$ cat config.mk
export PLATFORM = sky130hd
export DESIGN_NAME = hmp_mailbox
export DESIGN_NICKNAME = d
export VERILOG_FILES = /design/src/common/hmp_pkg.sv /design/src/verilog/hmp_mailbox.sv
export SDC_FILE = /design/constraint.sdc
export NUM_CORES = 1
export LEC_CHECK = 0
export BUFFER_PORTS_ARGS = -buffer_cell sky130_fd_sc_hd__buf_2
export CORE_ASPECT_RATIO = 0.75
export CORE_MARGIN = 10
export CORE_UTILIZATION = 30
export DETAILED_ROUTE_END_ITERATION = 8
export PLACE_DENSITY = 0.52
export SETUP_SLACK_MARGIN = 0.05
export SYNTH_ARGS = -nofsm -noshare
export SYNTH_HDL_FRONTEND = slang
export SYNTH_SLANG_ARGS = --single-unit
$ cat constraint.sdc
create_clock -name sys_clk_i -period 1.7 [get_ports sys_clk_i]
set_clock_uncertainty 0.2 [all_clocks]
set_input_delay 0.085 -clock sys_clk_i [delete_from_list [all_inputs] [get_ports sys_clk_i]]
set_output_delay 0.085 -clock sys_clk_i [all_outputs]
set_load 0.1 [all_outputs]
$ cat src/common/hmp_pkg.sv
/*
  Constants, field positions and reset values for the host mailbox port.
  Assumes that both the host port and the local port are synchronous to the
  system clock, and that each port strobe lasts one enabled clock cycle.
*/
package hmp_pkg;

  ////////////////////////////////////////////////////////////////////////////
  // Host port offsets
  localparam logic       HOST_OFS_CMD_STAT = 1'h0;
  localparam logic       HOST_OFS_DATA     = 1'h1;

  ////////////////////////////////////////////////////////////////////////////
  // Local port offsets
  localparam logic [1:0] LOC_OFS_CMD_STAT  = 2'h0;
  localparam logic [1:0] LOC_OFS_DATA      = 2'h1;
  localparam logic [1:0] LOC_OFS_FLAGS_CTL = 2'h2;
  localparam logic [1:0] LOC_OFS_VECTOR    = 2'h3;

  ////////////////////////////////////////////////////////////////////////////
  // host_status_out fields
  localparam int unsigned STAT_IN_EMPTY    = 7;
  localparam int unsigned STAT_OUT_PENDING = 6;
  localparam int unsigned STAT_SW_HI       = 5;
  localparam int unsigned STAT_SW_LO       = 2;
  localparam int unsigned STAT_CMD_EMPTY   = 1;
  localparam int unsigned STAT_RESET_N     = 0;

  ////////////////////////////////////////////////////////////////////////////
  // handshake_flags fields
  localparam int unsigned FLG_OUT_SLOT_EMPTY    = 7;
  localparam int unsigned FLG_IN_AVAIL          = 6;
  localparam int unsigned FLG_HOST_INT_PEND     = 3;
  localparam int unsigned FLG_STATUS_SLOT_EMPTY = 1;
  localparam int unsigned FLG_CMD_AVAIL         = 0;
  localparam logic [7:0]  FLG_ONES_MASK         = 8'h34;

  ////////////////////////////////////////////////////////////////////////////
  // Local control fields
  localparam int unsigned CTL_HOST_IE = 0;
  localparam int unsigned CTL_LOC_IE  = 2;

  ////////////////////////////////////////////////////////////////////////////
  // Reset values and fixed values
  localparam logic [3:0] RST_STAT_SW      = 4'h0;
  localparam logic       RST_CMD_EMPTY    = 1'h1;
  localparam logic       RST_STATUS_EMPTY = 1'h1;
  localparam logic       RST_CLEAR        = 1'h0;
  localparam logic [7:0] RST_BYTE         = 8'h00;
  localparam logic [7:0] LOC_INT_VECTOR   = 8'hfc;
  localparam logic [7:0] UNUSED_READ      = 8'h00;

endpackage : hmp_pkg

$ cat src/verilog/hmp_mailbox.sv
/*
  Host mailbox port: byte mailbox between a bus host doing port I/O and the
  board's local processor, with handshake flags, software status bits, a
  local interrupt on host accesses and a vectored host interrupt.
  Assumes host and local strobes are synchronous single-cycle pulses on
  sys_clk_i, qualified by clk_en_i, and that at most one strobe per port is
  active in a cycle.
  The reserved software-reset command series is not decoded here: every
  reset of this block comes from rst_n_i.
*/
`timescale 1ns/1ps

// Operation
// Host-written command byte held for local reads; not cleared by reset.
// Host avoids the reserved six-byte software reset command series.
// Host command write clears status command-empty bit.
// Command-empty changes by local status write bit 1; reset sets it.
// Status bit 7 cleared by host data write, set by local read.
// Status bit 6 set by local data write, cleared by host read.
// Status bits 5..2 hold local-written software status; reset clears.
// Status bit 0 shows internal reset line; local writes ignored.
// With local enable, host accesses raise a local interrupt.
// Host-to-local data byte unreset; overwrites and re-reads allowed.
// Local-to-host data byte unreset; overwrites and re-reads allowed.
// Flags bit 7 cleared by local data write, set by host read.
// Flags bit 6 set by host data write, cleared by local read.
// Flags bit 3 shows host interrupt pending until host acknowledge.
// Flags bit 1 set by host status read, cleared by local write.
// Local vector write requests a host interrupt when host enable set.
// Host writes data only after status bit 7 shows slot empty.
// Flags bits 5, 4, 2 read one; all flags read-only.
// Flags bit 0 set by command write, cleared by setting command-empty.
// Local enable is control bit 2; acknowledge supplies vector fc.
// Host acknowledge returns vector, releases request; reset withdraws it.
// Vector writes ignored while host enable clear; vector unreset.
module hmp_mailbox (
  // Clock, reset, enable
  input  wire logic       sys_clk_i,
  input  wire logic       rst_n_i,
  input  wire logic       clk_en_i,
  // Host port
  input  wire logic       host_addr_i,
  input  wire logic       host_wr_i,
  input  wire logic       host_rd_i,
  input  wire logic [7:0] host_wdata_i,
  output logic      [7:0] host_rdata_o,
  // Host interrupt
  output logic            host_int_n_o,
  input  wire logic       host_inta_i,
  output logic      [7:0] host_vec_o,
  // Local port
  input  wire logic [1:0] loc_addr_i,
  input  wire logic       loc_wr_i,
  input  wire logic       loc_rd_i,
  input  wire logic [7:0] loc_wdata_i,
  output logic      [7:0] loc_rdata_o,
  // Local interrupt
  output logic            loc_int_o,
  input  wire logic       loc_inta_i,
  output logic      [7:0] loc_vec_o
);

  ////////////////////////////////////////////////////////////////////////////
  // State types

  // Control state, cleared or set by board reset
  typedef struct packed {
    logic [3:0] stat_sw;
    logic       cmd_empty;
    logic       cmd_avail;
    logic       in_full;
    logic       out_pending;
    logic       status_empty;
    logic       host_ie;
    logic       loc_ie;
    logic       host_int_pend;
    logic       loc_int_pend;
    logic [7:0] host_rdata;
    logic [7:0] loc_rdata;
    logic [7:0] host_vec;
    logic [7:0] loc_vec;
  } hmp_ctl_t;

  // Mailbox bytes keep their contents across reset, so they live apart
  typedef struct packed {
    logic [7:0] cmd;
    logic [7:0] in_data;
    logic [7:0] out_data;
    logic [7:0] vector;
  } hmp_data_t;

  ////////////////////////////////////////////////////////////////////////////
  // Reset release

  logic [1:0] rst_sync_q;
  logic       rst_int_n;

  always_ff @(posedge sys_clk_i or negedge rst_n_i) begin
    if (!rst_n_i) begin
      rst_sync_q <= 2'h0;
    end else begin
      rst_sync_q <= {rst_sync_q[0], 1'h1};
    end
  end

  assign rst_int_n = rst_sync_q[1];

  ////////////////////////////////////////////////////////////////////////////
  // Access decode

  hmp_ctl_t  ctl_q;
  hmp_ctl_t  ctl_d;
  hmp_data_t dat_q;
  hmp_data_t dat_d;

  logic host_cmd_wr;
  logic host_data_wr;
  logic host_stat_rd;
  logic host_data_rd;
  logic loc_stat_wr;
  logic loc_data_wr;
  logic loc_ctl_wr;
  logic loc_vec_wr;
  logic loc_data_rd;
  logic loc_rd_any;
  logic host_access;
  logic host_ack;
  logic loc_ack;

  // Frozen strobes keep a stalled clock enable from counting an access twice
  function automatic logic hit(input logic stb, input logic en);
    hit = stb & en;
  endfunction : hit

  // Strobe decode for one host offset
  function automatic logic host_sel(
    input logic stb,
    input logic en,
    input logic addr,
    input logic ofs
  );
    host_sel = hit(stb, en) & (addr == ofs);
  endfunction : host_sel

  // Strobe decode for one local offset
  function automatic logic loc_sel(
    input logic       stb,
    input logic       en,
    input logic [1:0] addr,
    input logic [1:0] ofs
  );
    loc_sel = hit(stb, en) & (addr == ofs);
  endfunction : loc_sel

  assign host_cmd_wr  = host_sel(host_wr_i, clk_en_i, host_addr_i, hmp_pkg::HOST_OFS_CMD_STAT);
  assign host_data_wr = host_sel(host_wr_i, clk_en_i, host_addr_i, hmp_pkg::HOST_OFS_DATA);
  assign host_stat_rd = host_sel(host_rd_i, clk_en_i, host_addr_i, hmp_pkg::HOST_OFS_CMD_STAT);
  assign host_data_rd = host_sel(host_rd_i, clk_en_i, host_addr_i, hmp_pkg::HOST_OFS_DATA);
  assign loc_stat_wr  = loc_sel(loc_wr_i, clk_en_i, loc_addr_i, hmp_pkg::LOC_OFS_CMD_STAT);
  assign loc_data_wr  = loc_sel(loc_wr_i, clk_en_i, loc_addr_i, hmp_pkg::LOC_OFS_DATA);
  assign loc_ctl_wr   = loc_sel(loc_wr_i, clk_en_i, loc_addr_i, hmp_pkg::LOC_OFS_FLAGS_CTL);
  assign loc_vec_wr   = loc_sel(loc_wr_i, clk_en_i, loc_addr_i, hmp_pkg::LOC_OFS_VECTOR);
  assign loc_data_rd  = loc_sel(loc_rd_i, clk_en_i, loc_addr_i, hmp_pkg::LOC_OFS_DATA);
  assign loc_rd_any   = hit(loc_rd_i, clk_en_i);
  assign host_ack     = hit(host_inta_i, clk_en_i);
  assign loc_ack      = hit(loc_inta_i, clk_en_i);

  assign host_access = host_cmd_wr | host_data_wr | host_stat_rd | host_data_rd;

  ////////////////////////////////////////////////////////////////////////////
  // Read views

  logic [7:0] status_view;
  logic [7:0] flags_view;

  // Read data shares the control reset, so a host read while reset is held
  // returns 00, which shows the reset line low in bit 0
  always_comb begin
    status_view                                        = 8'h00;
    status_view[hmp_pkg::STAT_IN_EMPTY]                = ~ctl_q.in_full;
    status_view[hmp_pkg::STAT_OUT_PENDING]             = ctl_q.out_pending;
    status_view[hmp_pkg::STAT_SW_HI:hmp_pkg::STAT_SW_LO] = ctl_q.stat_sw;
    status_view[hmp_pkg::STAT_CMD_EMPTY]               = ctl_q.cmd_empty;
    status_view[hmp_pkg::STAT_RESET_N]                 = rst_int_n;
  end

  always_comb begin
    flags_view                                  = hmp_pkg::FLG_ONES_MASK;
    flags_view[hmp_pkg::FLG_OUT_SLOT_EMPTY]     = ~ctl_q.out_pending;
    flags_view[hmp_pkg::FLG_IN_AVAIL]           = ctl_q.in_full;
    flags_view[hmp_pkg::FLG_HOST_INT_PEND]      = ctl_q.host_int_pend;
    flags_view[hmp_pkg::FLG_STATUS_SLOT_EMPTY]  = ctl_q.status_empty;
    flags_view[hmp_pkg::FLG_CMD_AVAIL]          = ctl_q.cmd_avail;
  end

  ////////////////////////////////////////////////////////////////////////////
  // Next control state

  always_comb begin
    ctl_d = ctl_q;

    // Software status bits; bits 7, 6 and 0 of the write are dropped
    if (loc_stat_wr) begin
      ctl_d.stat_sw = loc_wdata_i[hmp_pkg::STAT_SW_HI:hmp_pkg::STAT_SW_LO];
    end

    // Command handshake. A host write landing with a local status write
    // wins, so a fresh command is never reported as already consumed.
    if (host_cmd_wr) begin
      ctl_d.cmd_empty = 1'h0;
    end else if (loc_stat_wr) begin
      ctl_d.cmd_empty = loc_wdata_i[hmp_pkg::STAT_CMD_EMPTY];
    end
    if (host_cmd_wr) begin
      ctl_d.cmd_avail = 1'h1;
    end else if (loc_stat_wr && loc_wdata_i[hmp_pkg::STAT_CMD_EMPTY]) begin
      ctl_d.cmd_avail = 1'h0;
    end

    // Host-to-local slot; set wins over clear
    if (host_data_wr) begin
      ctl_d.in_full = 1'h1;
    end else if (loc_data_rd) begin
      ctl_d.in_full = 1'h0;
    end

    // Local-to-host slot; set wins over clear
    if (loc_data_wr) begin
      ctl_d.out_pending = 1'h1;
    end else if (host_data_rd) begin
      ctl_d.out_pending = 1'h0;
    end

    // Status slot; the host read is the hardware event and wins
    if (host_stat_rd) begin
      ctl_d.status_empty = 1'h1;
    end else if (loc_stat_wr) begin
      ctl_d.status_empty = 1'h0;
    end

    // Control register: only the two enables exist
    if (loc_ctl_wr) begin
      ctl_d.host_ie = loc_wdata_i[hmp_pkg::CTL_HOST_IE];
      ctl_d.loc_ie  = loc_wdata_i[hmp_pkg::CTL_LOC_IE];
    end

    // Local interrupt; a new host access beats an acknowledge
    if (host_access && ctl_q.loc_ie) begin
      ctl_d.loc_int_pend = 1'h1;
    end else if (loc_ack) begin
      ctl_d.loc_int_pend = 1'h0;
    end
    if (loc_ack) begin
      ctl_d.loc_vec = hmp_pkg::LOC_INT_VECTOR;
    end

    // Host interrupt. Clearing the enable does not drop a pending request.
    if (loc_vec_wr && ctl_q.host_ie) begin
      ctl_d.host_int_pend = 1'h1;
    end else if (host_ack) begin
      ctl_d.host_int_pend = 1'h0;
    end
    if (host_ack) begin
      ctl_d.host_vec = dat_q.vector;
    end

    // Read data is captured on the strobe and held until the next read
    if (host_stat_rd) begin
      ctl_d.host_rdata = status_view;
    end else if (host_data_rd) begin
      ctl_d.host_rdata = dat_q.out_data;
    end
    if (loc_rd_any) begin
      case (loc_addr_i)
        hmp_pkg::LOC_OFS_CMD_STAT:  ctl_d.loc_rdata = dat_q.cmd;
        hmp_pkg::LOC_OFS_DATA:      ctl_d.loc_rdata = dat_q.in_data;
        hmp_pkg::LOC_OFS_FLAGS_CTL: ctl_d.loc_rdata = flags_view;
        default:                    ctl_d.loc_rdata = hmp_pkg::UNUSED_READ;
      endcase
    end
  end

  ////////////////////////////////////////////////////////////////////////////
  // Next mailbox bytes

  always_comb begin
    dat_d = dat_q;
    if (host_cmd_wr) begin
      dat_d.cmd = host_wdata_i;
    end
    if (host_data_wr) begin
      dat_d.in_data = host_wdata_i;
    end
    if (loc_data_wr) begin
      dat_d.out_data = loc_wdata_i;
    end
    if (loc_vec_wr && ctl_q.host_ie) begin
      dat_d.vector = loc_wdata_i;
    end
  end

  ////////////////////////////////////////////////////////////////////////////
  // State registers

  always_ff @(posedge sys_clk_i or negedge rst_int_n) begin
    if (!rst_int_n) begin
      ctl_q.stat_sw       <= hmp_pkg::RST_STAT_SW;
      ctl_q.cmd_empty     <= hmp_pkg::RST_CMD_EMPTY;
      ctl_q.cmd_avail     <= hmp_pkg::RST_CLEAR;
      ctl_q.in_full       <= hmp_pkg::RST_CLEAR;
      ctl_q.out_pending   <= hmp_pkg::RST_CLEAR;
      ctl_q.status_empty  <= hmp_pkg::RST_STATUS_EMPTY;
      ctl_q.host_ie       <= hmp_pkg::RST_CLEAR;
      ctl_q.loc_ie        <= hmp_pkg::RST_CLEAR;
      ctl_q.host_int_pend <= hmp_pkg::RST_CLEAR;
      ctl_q.loc_int_pend  <= hmp_pkg::RST_CLEAR;
      ctl_q.host_rdata    <= hmp_pkg::RST_BYTE;
      ctl_q.loc_rdata     <= hmp_pkg::RST_BYTE;
      ctl_q.host_vec      <= hmp_pkg::RST_BYTE;
      ctl_q.loc_vec       <= hmp_pkg::RST_BYTE;
    end else if (clk_en_i) begin
      ctl_q <= ctl_d;
    end
  end

  // No reset here: the bytes must survive a board reset untouched
  always_ff @(posedge sys_clk_i) begin
    if (clk_en_i) begin
      dat_q <= dat_d;
    end
  end

  ////////////////////////////////////////////////////////////////////////////
  // Outputs

  assign host_rdata_o = ctl_q.host_rdata;
  assign host_int_n_o = ~ctl_q.host_int_pend;
  assign host_vec_o   = ctl_q.host_vec;
  assign loc_rdata_o  = ctl_q.loc_rdata;
  assign loc_int_o    = ctl_q.loc_int_pend;
  assign loc_vec_o    = ctl_q.loc_vec;

endmodule : hmp_mailbox

==> qor.csv, run 1 <==
stage,metric,value,unit
timing,f_max,627,MHz
clock_tree,CTS Buf Count,9,
floorplanning,Die Wd,135,µm
timing,Tcrit/Tclk final,93.9,%
clock_tree,CTS Root Cell,clkbuf_16,
final_layout,Diodes inserted,0,
synth,Synth Area in Compound Gates,6.56,%
floorplanning,CORE AREA,9700,µm²
synth,mux contribution to synthesized area,9.52,%
synth,syn_area_per_cell,13.6,µm²
worst_setup_path,CP peak stage delay,0.54,ns
drt,Residual DRC,0,
drt,number of detailed-route iterations in the first pass,4,
final_layout,Area Growth Syn to Fin,26.9,%
synth,main combinational cell family by area after synthesis,buffers and inverters,
floorplanning,die height,107,µm
outcome,status,"finished, violations left",
global_route,vias in the first global route,1952,
synth,post-synthesis instance total,221,
global_route,largest net degree at the start of global routing,39,
worst_setup_path,"CP delay by family, top",buffers and inverters,
power_and_ir_drop,Pwr Total,5.10,mW
final_layout,Final Cell Area,3800,µm²
floorplanning,row count,31,
drt,via-per-instance ratio,4.10,
synth,Post-synth EDFFs,32,
clock_tree,"Reg clk slew, reported paths",0.05,ns
worst_setup_path,R2R Path Start,dat_q[17]$_DFFE_PP_,
worst_setup_path,CP arrival,1.60,ns
worst_setup_path,crit path capture type,flop,
timing,RSZ-0062 raised after global routing,yes,
final_layout,layout filler cell count,954,
worst_setup_path,critical path startpoint category,primary input,
worst_hold_path,Hold Startpoint,clk_en_i,
global_route,total gr overflow,0,
place,global placement routability congestion,0.767,
timing,min cycle time layout,1.60,ns
place,Post-DP HPWL,4740,µm
power_and_ir_drop,Net Sw Frac,32.8,%
power_and_ir_drop,switching power total,1.67,mW
place,post-place setup slack,0.262,ns
timing,Slew HR,66.1,%
floorplanning,I/O pin count,62,
worst_setup_path,kind of critical path,in2reg,
floorplanning,die footprint,14400,µm²
worst_setup_path,Setup crit start,loc_addr_i[1],
worst_setup_path,required time of the critical path,1.70,ns
clock_tree,TritonCTS clock tree,yes,
outcome,failing checks,hold timing,
synth,dominant synthesized flop cell,dfrtp_1,
clock_tree,Worst-Skew Late Latency,0.32,ns
place,Post-Place Cells,382,
final_layout,fraction of layout instances using a drive strength above 1,35.4,%
power_and_ir_drop,internal power,3.42,mW
clock_tree,H-tree depth,3,
place,placed cell areas,3240,µm²
timing,Setup Viol. Count Final,0,
final_layout,Layout Cells excl Fill,423,
synth,post-synthesis cell type count,33,
synth,"Async S/R FF share, synth",55.6,%
power_and_ir_drop,sequential power share,40.7,%
place,port bufs,59,
worst_setup_path,slowest cell on the critical path,dlygate4sd3_1,
worst_setup_path,CP Cell Sequence,dlygate4sd3_1 -> buf_2 -> nor4bb_2 -> buf_4 -> mux2_1,
final_layout,post-layout util,39.2,%
synth,post-synthesis adder-cell area fraction,0,%
floorplanning,initial core utilization,30.9,%
power_and_ir_drop,Clock Power Share,37.0,%
power_and_ir_drop,Max VDD drop,419,µV
synth,cell area after synthesis,3000,µm²
drt,vias,1733,
global_route,first-pass GRT wire length,10500,µm
clock_tree,# clock sinks,72,
timing,worst setup margin,0.104,ns
drt,Detail Route Antenna Nets,0,
synth,register area share after synthesis,65.6,%
worst_setup_path,R2R Setup Slk,0.47,ns
timing,minimum hold slack,-0.0271,ns
timing,Slew Limit Fails,0,
worst_setup_path,buffers and inverters on the worst path,3,
global_route,initial antenna violation count,0,
drt,DRT iter0 DRCs,91,
timing,Least-Margin Pin Slew,0.508,ns
clock_tree,Clock Tree Buf Depth,2,
power_and_ir_drop,Lkg Pwr,1.61,nW
drt,Avg WL per Cell,15.4,µm
worst_hold_path,Hold/Removal Path Class,in2reg,
drt,Post-Route WL,6500,µm
synth,Yosys warnings,0,
synth,XOR/XNOR Fraction of Synth Area,0,%
synth,"flops & latches, synth",72,
timing,final hold violations,1,
run,max-cap violation count,0,
worst_setup_path,CP max FO,7,
power_and_ir_drop,power per standard cell area,1340,nW/µm²
final_layout,Nets,314,
synth,Post-Synth Simple-Gate Area,8.06,%
power_and_ir_drop,combinational power share,22.2,%
global_route,gr usage total,9.29,%
timing,Final TNS setup,0,ns
power groups by stage:
stage	registers, mW	logic, mW	clock network [mW]
floorplan	2.14	0.959	0
global placement	2.11	1.10	0
detailed placement	2.11	1.10	0
CTS	2.08	1.15	1.92
global route	2.10	1.20	2.02
finish	2.08	1.13	1.89
placed cells by master, fill, tap and decap left out, types with 4 or more instances in the layout:
cell | netlist | layout
mux2i_1 | 12 | 12
dlygate4sd3_1 | 0 | 25
dfrtp_1 | 38 | 37
clkbuf_16 | 0 | 9
nand2_1 | 12 | 12
buf_4 | 33 | 9
nor2_1 | 16 | 16
nand2b_1 | 5 | 5
mux2_2 | 8 | 8
edfxtp_1 | 32 | 32
mux2_1 | 4 | 4
buf_2 | 6 | 59
a21oi_1 | 17 | 17
a21o_1 | 4 | 4
repair_timing:
item,CTS,global route
endpoints found under the setup margin,0,5
endpoints found under the hold margin,46,0
gates resized for setup,0,1
setup buffers,0,0
hold buffers,26,0
cells in the mapped netlist, types with 2 or more instances:
master     count  area [µm²]
a21oi_1       17        85.1
a2bb2oi_1      3        26.3
or2_2          2        12.5
edfxtp_1      32         961
a21o_1         4        30.0
and2_1         2        12.5
mux2_1         4        45.0
inv_1          3        11.3
nor2_1        16        60.1
dfrtp_1       38         951
mux2i_1       12         120
buf_4         33         248
conb_1         2        7.51
o2bb2ai_1      3        26.3
mux2_4         2        30.0
dfstp_2        2        52.6
mux2_2         8        90.1
o21ai_0        3        15.0
buf_2          6        30.0
nand2b_1       5        31.3
nand2_1       12        45.0
cell families (layout without fill, tap and decap cells):
group,Yosys count,in the layout
buffers and inverters,43,112
other,2,3
AO/OA/AOI/OAI,32,32
multiplexers,26,26
flip-flops,72,72
AND/OR/NAND/NOR,46,46
final timing paths:
check | cells past startpoint | endpoint
max | 5 | ctl_q[41]$_DFFE_PN0P_
max reg2reg | 3 | loc_rdata_o[1]$_DFFE_PN0P_
min reg2reg | 0 | rst_sync_q[1]$_DFF_PN0_
max in group asynchronous | 3 | rst_sync_q[1]$_DFF_PN0_
min in group asynchronous | 1 | host_rdata_o[7]$_DFFE_PN0P_
min | 3 | loc_int_o$_DFFE_PN0P_
state kept, by name, indices dropped and copies added, names as in the netlist:
name          count
loc_vec_o         1
dat_q            32
loc_int_o         1
host_rdata_o      8
loc_rdata_o       8
host_vec_o        8
ctl_q            12
rst_sync_q        2
tightest hold or removal path, delay by kind of cell:
kind	cells	cell delay (ns)
AO/OA/AOI/OAI	1	0.14
buffers and inverters	1	0.16
AND/OR/NAND/NOR	1	0.07
routing by layer:
| layer | routed length [µm] | vias up | global-route usage, % |
|---|---|---|---|
| li1 | - | 866 | - |
| met3 | 294 | 10 | 2.59 |
| met2 | 2780 | 43 | 13.2 |
| met4 | 106 | 0 | 3.91 |
| met1 | 3320 | 814 | 12.9 |
| met5 | 0 | - | 0 |
area by class of cell:
cell class	instances	area [µm²]	area share, %
sequential	72	1970	51.7
multi-input combinational	107	741	19.5
timing repair buffer	93	613	16.1
clock buffer	10	239	6.28
tap	132	165	4.34
clock inverter	6	67.6	1.78
inverter	3	11.3	0.296
Power figures use the tool's default switching activity.
==> inputs of run 2 (changes only) <==
--- a/config.mk
+++ b/config.mk
@@ -5,6 +5,7 @@
 export SDC_FILE = /design/constraint.sdc
 export NUM_CORES = 1
 export LEC_CHECK = 0
+export ABC_AREA = 1
 export BUFFER_PORTS_ARGS = -buffer_cell sky130_fd_sc_hd__buf_2
 export CORE_ASPECT_RATIO = 0.75
 export CORE_MARGIN = 10
==> qor.csv, run 2 <==
stage,metric,value,unit,change
run,max-cap violation count,0,,unchanged
clock_tree,"Reg clk slew, reported paths",0.05,ns,about the same
worst_hold_path,hold path depth,4,,was 3
synth,"flops & latches, synth",72,,unchanged
synth,"area leader, netlist",edfxtp_1,,unchanged
final_layout,Top reg by flops,dat_q,,unchanged
synth,post-synthesis cell type count,25,,was 33
final_layout,Nets,383,,was 314
synth,Post-Synth Simple-Gate Area,19.6,%,was 8.06%
drt,Avg WL per Cell,14.0,µm,was 15.4 µm
final_layout,Diodes inserted,0,,unchanged
drt,number of detailed-route iterations in the first pass,4,,unchanged
place,Post-DP HPWL,5140,µm,was 4740 µm
worst_setup_path,Stages on worst setup path,6,,was 5
final_layout,highest-count cells in the layout ignoring fill and taps,"nand2_1 (86), buf_2 (58), dfrtp_1 (37)",,"was buf_2 (59), dfrtp_1 (37), edfxtp_1 (32)"
drt,Residual DRC,0,,unchanged
outcome,status,"finished, violations left",,unchanged
final_layout,"most common cell after layout, fill and taps aside",nand2_1,,was buf_2
synth,post-synthesis adder-cell area fraction,0,%,unchanged
floorplanning,I/O pin count,62,,unchanged
clock_tree,CTS Root Cell,clkbuf_16,,unchanged
timing,min cycle time layout,1.53,ns,was 1.60 ns
worst_hold_path,Hold Startpoint,loc_rd_i,,was clk_en_i
worst_setup_path,R2R Path Start,ctl_q[35]$_DFFE_PN0P_,,was dat_q[17]$_DFFE_PP_
floorplanning,die footprint,14700,µm²,was 14400 µm²
global_route,gr usage total,9.85,%,was 9.29%
synth,"Async S/R FF share, synth",55.6,%,unchanged
global_route,total gr overflow,0,,unchanged
place,port bufs,59,,unchanged
final_layout,post-layout util,39.2,%,about the same
final_layout,fraction of layout instances using a drive strength above 1,26.1,%,was 35.4%
worst_setup_path,buffers and inverters on the worst path,4,,was 3
power_and_ir_drop,power per standard cell area,1330,nW/µm²,was 1340 nW/µm²
clock_tree,CTS Buf Count,9,,unchanged
global_route,initial antenna violation count,0,,unchanged
floorplanning,Die Wd,137,µm,was 135 µm
final_layout,Area Growth Syn to Fin,25.4,%,was 26.9%
timing,Slew HR,65.3,%,was 66.1%
timing,Final TNS setup,0,ns,unchanged
synth,Synth Area in Compound Gates,2.86,%,was 6.56%
worst_hold_path,Hold Path Sink,loc_rdata_o[0]$_DFFE_PN0P_,,was loc_int_o$_DFFE_PN0P_
synth,register area share after synthesis,64.1,%,was 65.6%
worst_setup_path,R2R Setup Slk,0.56,ns,was 0.47 ns
outcome,failing checks,hold timing,,unchanged
drt,vias,2011,,was 1733
synth,cell area after synthesis,3060,µm²,was 3000 µm²
synth,XOR/XNOR Fraction of Synth Area,0,%,unchanged
worst_setup_path,critical path startpoint category,primary input,,unchanged
worst_setup_path,CP arrival,1.35,ns,was 1.60 ns
worst_setup_path,CP max FO,10,,was 7
drt,via-per-instance ratio,4.09,,was 4.10
synth,Yosys warnings,0,,unchanged
floorplanning,initial core utilization,31.2,%,was 30.9%
worst_setup_path,slowest cell on the critical path,dlygate4sd3_1,,unchanged
clock_tree,TritonCTS clock tree,yes,,unchanged
timing,Slew Limit Fails,0,,unchanged
synth,Synth top cells by count,"nand2_1 (87), dfrtp_1 (38), nand3_1 (36), buf_4 (32), edfxtp_1 (32)",,"was dfrtp_1 (38), buf_4 (33), edfxtp_1 (32), a21oi_1 (17), nor2_1 (16)"
clock_tree,H-tree depth,3,,unchanged
timing,Setup Viol. Count Final,0,,unchanged
worst_hold_path,Hold/Removal Path Class,in2reg,,unchanged
clock_tree,Post-CTS Setup Inserts,0,,unchanged
worst_setup_path,reg2reg path depth,2,,was 3
clock_tree,# clock sinks,72,,unchanged
timing,Least-Margin Pin Slew,0.520,ns,was 0.508 ns
power_and_ir_drop,Lkg Pwr,1.80,nW,was 1.61 nW
worst_setup_path,CP Cell Sequence,dlygate4sd3_1 -> buf_2 -> nand2_1 -> inv_1 -> nand3_1 -> inv_2,,was dlygate4sd3_1 -> buf_2 -> nor4bb_2 -> buf_4 -> mux2_1
clock_tree,Clock Tree Buf Depth,2,,unchanged
synth,most numerous cell in the Yosys netlist,nand2_1,,was dfrtp_1
final_layout,max FFs per register,32,,unchanged
synth,post-synthesis instance total,294,,was 221
worst_setup_path,kind of critical path,in2reg,,unchanged
final_layout,top flop regs,"dat_q x32, ctl_q x12",,unchanged
power_and_ir_drop,Max VDD drop,507,µV,was 419 µV
place,global placement routability congestion,0.759,,was 0.767
worst_setup_path,Critical R2R Capture,dat_q[1]$_DFFE_PP_,,was loc_rdata_o[1]$_DFFE_PN0P_
floorplanning,CORE AREA,9810,µm²,was 9700 µm²
synth,main combinational cell family by area after synthesis,simple AND/OR/NAND/NOR gates,,was buffers and inverters
floorplanning,die height,108,µm,was 107 µm
timing,minimum hold slack,-0.00552,ns,was -0.0271 ns
floorplanning,row count,31,,unchanged
worst_setup_path,"CP delay by family, top",buffers and inverters,,unchanged
worst_setup_path,CP peak stage delay,0.53,ns,was 0.54 ns
clock_tree,Worst-Skew Late Latency,0.32,ns,about the same
synth,dominant synthesized flop cell,dfrtp_1,,unchanged
global_route,largest net degree at the start of global routing,39,,unchanged
synth,Synth area leaders,"edfxtp_1 (31%), dfrtp_1 (31%), nand2_1 (11%), buf_4 (7.8%), nand3_1 (5.9%)",,"was edfxtp_1 (32%), dfrtp_1 (32%), buf_4 (8.3%), mux2i_1 (4.0%), mux2_2 (3.0%)"
synth,Post-synth EDFFs,32,,unchanged
worst_setup_path,required time of the critical path,1.52,ns,was 1.70 ns
synth,mux contribution to synthesized area,0,%,was 9.52%
global_route,first-pass GRT wire length,11200,µm,was 10500 µm
drt,Detail Route Antenna Nets,0,,unchanged
global_route,vias in the first global route,2129,,was 1952
timing,f_max,652,MHz,was 627 MHz
synth,Synth top area share,31.4,%,was 32.1%
drt,DRT iter0 DRCs,102,,was 91
drt,Post-Route WL,6870,µm,was 6500 µm
timing,RSZ-0062 raised after global routing,no,,was yes
synth,syn_area_per_cell,10.4,µm²,was 13.6 µm²
timing,Tcrit/Tclk final,90.2,%,was 93.9%
timing,final hold violations,3,,was 1
worst_setup_path,crit path capture type,flop,,unchanged
run 2: worst max path at each step:
stage                     slack (ns)             startpoint                           to
final                           0.17          loc_addr_i[1]           dat_q[1]$_DFFE_PP_
after global routing            0.07            host_addr_i  host_rdata_o[1]$_DFFE_PN0P_
after CTS                       0.07          loc_addr_i[1]           dat_q[4]$_DFFE_PP_
after detailed placement        0.29          loc_addr_i[1]           dat_q[4]$_DFFE_PP_
after global placement          0.31               clk_en_i          dat_q[28]$_DFFE_PP_
after floorplan                 0.34  loc_int_o$_DFFE_PN0P_        loc_int_o$_DFFE_PN0P_
run 2: what timing repair did:
action,4_1_cts,5_1_grt
hold buffers,26,0
gates resized for setup,0,6
hold endpoints to repair,57,0
setup endpoints to repair,0,37
run 2: area by class of cell:
class / count / area (µm²)
Tap cell: 132 / 165
Inverter: 28 / 113
Clock inverter: 3 / 65.1
Clock buffer: 13 / 250
Timing Repair Buffer: 88 / 581
Sequential cell: 72 / 1970
Multi-Input combinational cell: 156 / 703
Fill cell: 977 / 5970
run 2: logic make-up after synthesis:
kind of cell	count (synthesis)
buf+inv	67
other cells	2
simple gates	136
flops	72
compound gates	17
run 2: per-stage QoR:
stage / instances / total power [mW] / area [µm²] / hold slack [ns] / setup WS (ns)
after floorplan: 295 / 3.03 / 3070 / -0.411 / 0.344
after global placement: 450 / 3.13 / 3260 / -0.327 / 0.312
after detailed placement: 450 / 3.13 / 3260 / -0.321 / 0.290
after CTS: 492 / 5.17 / 3830 / 0.0103 / 0.0663
after global routing: 492 / 5.33 / 3840 / 0.0106 / 0.0727
final: 492 / 5.11 / 3840 / -0.00552 / 0.166
run 2: report_power, final:
group	leakage (nW)	internal, mW	switching, mW	total, mW
clock network	0.154	1.32	0.651	1.97
registers	0.769	1.98	0.0779	2.06
logic	0.878	0.202	0.874	1.08
total	1.80	3.51	1.60	5.11
run 2: worst register-to-register path, stage by stage (launching register included):
cell and delay (ns):
dfrtp_1 0.34, nand3_1 0.12, inv_2 0.17
run 2: per-layer routing:
layer	GRT usage, %	wire length [µm]	vias to the layer above
li1	-	-	1037
met1	12.6	3300	919
met2	15.0	3100	50
met3	3.73	393	5
met4	3.26	75	0
met5	0	0	-
==> inputs of run 3 (changes only) <==
--- a/config.mk
+++ b/config.mk
@@ -9,9 +9,9 @@
 export BUFFER_PORTS_ARGS = -buffer_cell sky130_fd_sc_hd__buf_2
 export CORE_ASPECT_RATIO = 0.75
 export CORE_MARGIN = 10
-export CORE_UTILIZATION = 30
+export CORE_UTILIZATION = 54
 export DETAILED_ROUTE_END_ITERATION = 8
-export PLACE_DENSITY = 0.52
+export PLACE_DENSITY = 0.82
 export SETUP_SLACK_MARGIN = 0.05
 export SYNTH_ARGS = -nofsm -noshare
 export SYNTH_HDL_FRONTEND = slang
==> qor.csv, run 3 (synthesized netlist as in run 2, its figures left out) <==
stage,metric,value,unit,change
outcome,status,finished clean,,"was finished, violations left"
timing,final hold violations,0,,was 3
worst_setup_path,"CP delay by family, top",buffers and inverters,,unchanged
drt,Detail Route Antenna Nets,0,,unchanged
timing,minimum hold slack,0.152,ns,was -0.00552 ns
global_route,Top Usage Layer GRT,met2,,unchanged
worst_setup_path,kind of critical path,in2reg,,unchanged
floorplanning,die height,85.2,µm,was 108 µm
global_route,first-pass GRT wire length,11900,µm,was 11200 µm
clock_tree,Worst-Skew Late Latency,0.35,ns,was 0.32 ns
final_layout,Nets,386,,was 383
floorplanning,Die Wd,107,µm,was 137 µm
final_layout,Area Growth Syn to Fin,21.9,%,was 25.4%
global_route,M1 GR Usage,21.3,%,was 12.6%
drt,Avg WL per Cell,16.7,µm,was 14.0 µm
worst_setup_path,CP peak stage delay,0.56,ns,was 0.53 ns
final_layout,Top reg by flops,dat_q,,unchanged
global_route,total gr overflow,0,,unchanged
floorplanning,initial core utilization,56.6,%,was 31.2%
clock_tree,Post-CTS Setup Inserts,0,,unchanged
timing,Tcrit/Tclk final,94.7,%,was 90.2%
worst_setup_path,CP max FO,16,,was 10
timing,RSZ-0062 raised after global routing,no,,unchanged
drt,vias,2249,,was 2011
floorplanning,row count,23,,was 31
worst_setup_path,Critical R2R Capture,dat_q[1]$_DFFE_PP_,,unchanged
global_route,met3 usage,7.25,%,was 3.73%
power_and_ir_drop,Max VDD drop,589,µV,was 507 µV
worst_setup_path,required time of the critical path,1.74,ns,was 1.52 ns
drt,number of detailed-route iterations in the first pass,5,,was 4
place,Post-DP HPWL,4810,µm,was 5140 µm
worst_setup_path,critical path startpoint category,primary input,,unchanged
global_route,largest net degree at the start of global routing,39,,unchanged
worst_setup_path,R2R Setup Slk,0.53,ns,was 0.56 ns
place,Post-Place Cells,394,,was 450
global_route,gr usage total,17.0,%,was 9.85%
power_and_ir_drop,Pwr Total,4.90,mW,was 5.11 mW
worst_setup_path,Stages on worst setup path,7,,was 6
drt,Residual DRC,0,,unchanged
place,port bufs,59,,unchanged
worst_setup_path,R2R Path Start,ctl_q[35]$_DFFE_PN0P_,,unchanged
final_layout,Layout Cells excl Fill,439,,was 492
final_layout,layout filler cell count,387,,was 977
final_layout,max FFs per register,32,,unchanged
worst_setup_path,slowest cell on the critical path,dlygate4sd3_1,,unchanged
place,global placement routability congestion,0.886,,was 0.759
timing,Final TNS setup,0,ns,unchanged
worst_setup_path,CP Cell Sequence,dlygate4sd3_1 -> buf_2 -> buf_4 -> nand2_2 -> clkinv_2 -> o21ai_0 -> o21ai_0,,was dlygate4sd3_1 -> buf_2 -> nand2_1 -> inv_1 -> nand3_1 -> inv_2
timing,f_max,621,MHz,was 652 MHz
clock_tree,TritonCTS clock tree,yes,,unchanged
floorplanning,die footprint,9120,µm²,was 14700 µm²
final_layout,"most common cell after layout, fill and taps aside",nand2_1,,unchanged
drt,Post-Route WL,7310,µm,was 6870 µm
worst_setup_path,crit path capture type,flop,,unchanged
clock_tree,# clock sinks,72,,unchanged
drt,DRT iter0 DRCs,177,,was 102
run,max-cap violation count,0,,unchanged
clock_tree,CTS Root Cell,clkbuf_8,,was clkbuf_16
worst_setup_path,buffers and inverters on the worst path,4,,unchanged
clock_tree,Clock Tree Buf Depth,2,,unchanged
global_route,initial antenna violation count,1,,was 0
final_layout,fraction of layout instances using a drive strength above 1,25.9,%,was 26.1%
final_layout,top flop regs,"dat_q x32, ctl_q x12",,unchanged
drt,via-per-instance ratio,5.12,,was 4.09
clock_tree,CTS Buf Count,9,,unchanged
power_and_ir_drop,Lkg Pwr,1.80,nW,about the same
floorplanning,I/O pin count,62,,unchanged
worst_hold_path,Hold/Removal Path Class,reg2async,,was in2reg
clock_tree,H-tree depth,3,,unchanged
timing,Setup Viol. Count Final,0,,unchanged
final_layout,highest-count cells in the layout ignoring fill and taps,"nand2_1 (87), buf_2 (59), dfrtp_1 (37)",,"was nand2_1 (86), buf_2 (58), dfrtp_1 (37)"
worst_setup_path,CP arrival,1.65,ns,was 1.35 ns
power_and_ir_drop,power per standard cell area,1310,nW/µm²,was 1330 nW/µm²
timing,min cycle time layout,1.61,ns,was 1.53 ns
timing,Slew Limit Fails,0,,unchanged
global_route,met2 Resource Use GR,25.6,%,was 15.0%
worst_setup_path,reg2reg path depth,2,,unchanged
worst_setup_path,"most used cell, CP",o21ai_0,,
floorplanning,CORE AREA,5410,µm²,was 9810 µm²
global_route,vias in the first global route,2284,,was 2129
clock_tree,"Reg clk slew, reported paths",0.08,ns,was 0.05 ns
## run 3: worst max path at each step
stage,from,end
CTS,loc_addr_i[1],dat_q[3]$_DFFE_PP_
floorplan,loc_int_o$_DFFE_PN0P_,loc_int_o$_DFFE_PN0P_
global placement,loc_addr_i[1],dat_q[3]$_DFFE_PP_
global route,ctl_q[33]$_DFFE_PN0P_,host_int_n_o
detailed placement,loc_addr_i[1],dat_q[1]$_DFFE_PP_
finish,clk_en_i,host_rdata_o[3]$_DFFE_PN0P_
## run 3: report_power, final
part	switching [mW]	internal (mW)
Sequential	0.0893	1.98
Clock	0.626	1.11
Combinational	0.889	0.206
Total	1.61	3.30
## run 3: area by class of cell
cell class              instances  area (µm²)  area share, %
multi-input cells             156         701           18.8
well taps                      75        93.8           2.51
repair buffers                 91         606           16.2
clock inverters                 7         134           3.58
inverters                      28         109           2.91
diodes                          1        2.50         0.0670
clock buffers                   9         124           3.32
flip-flops and latches         72        1970           52.6
## run 3: metrics by stage
| step | cell area [µm²] | setup slack [ns] | utilization (%) |
|---|---|---|---|
| final | 3730 | 0.0900 | 69.0 |
| after global routing | 3730 | 0.0948 | 69.0 |
| after CTS | 3730 | 0.0586 | 69.0 |
| after detailed placement | 3190 | 0.292 | 59.0 |
| after global placement | 3190 | 0.353 | 59.0 |
| after floorplan | 3070 | 0.344 | - |
## run 3: metal layers
layer,up-vias,share of wire [%]
met3,19,9.8
li1,1044,-
met2,145,45
met4,0,2.8
met1,1041,42
met5,-,0
## run 3: what timing repair did
action | in CTS | in global routing
hold buffers | 28 | 0
gates resized for setup | 0 | 2
endpoints found under the hold margin | 63 | 0
endpoints found under the setup margin | 0 | 16
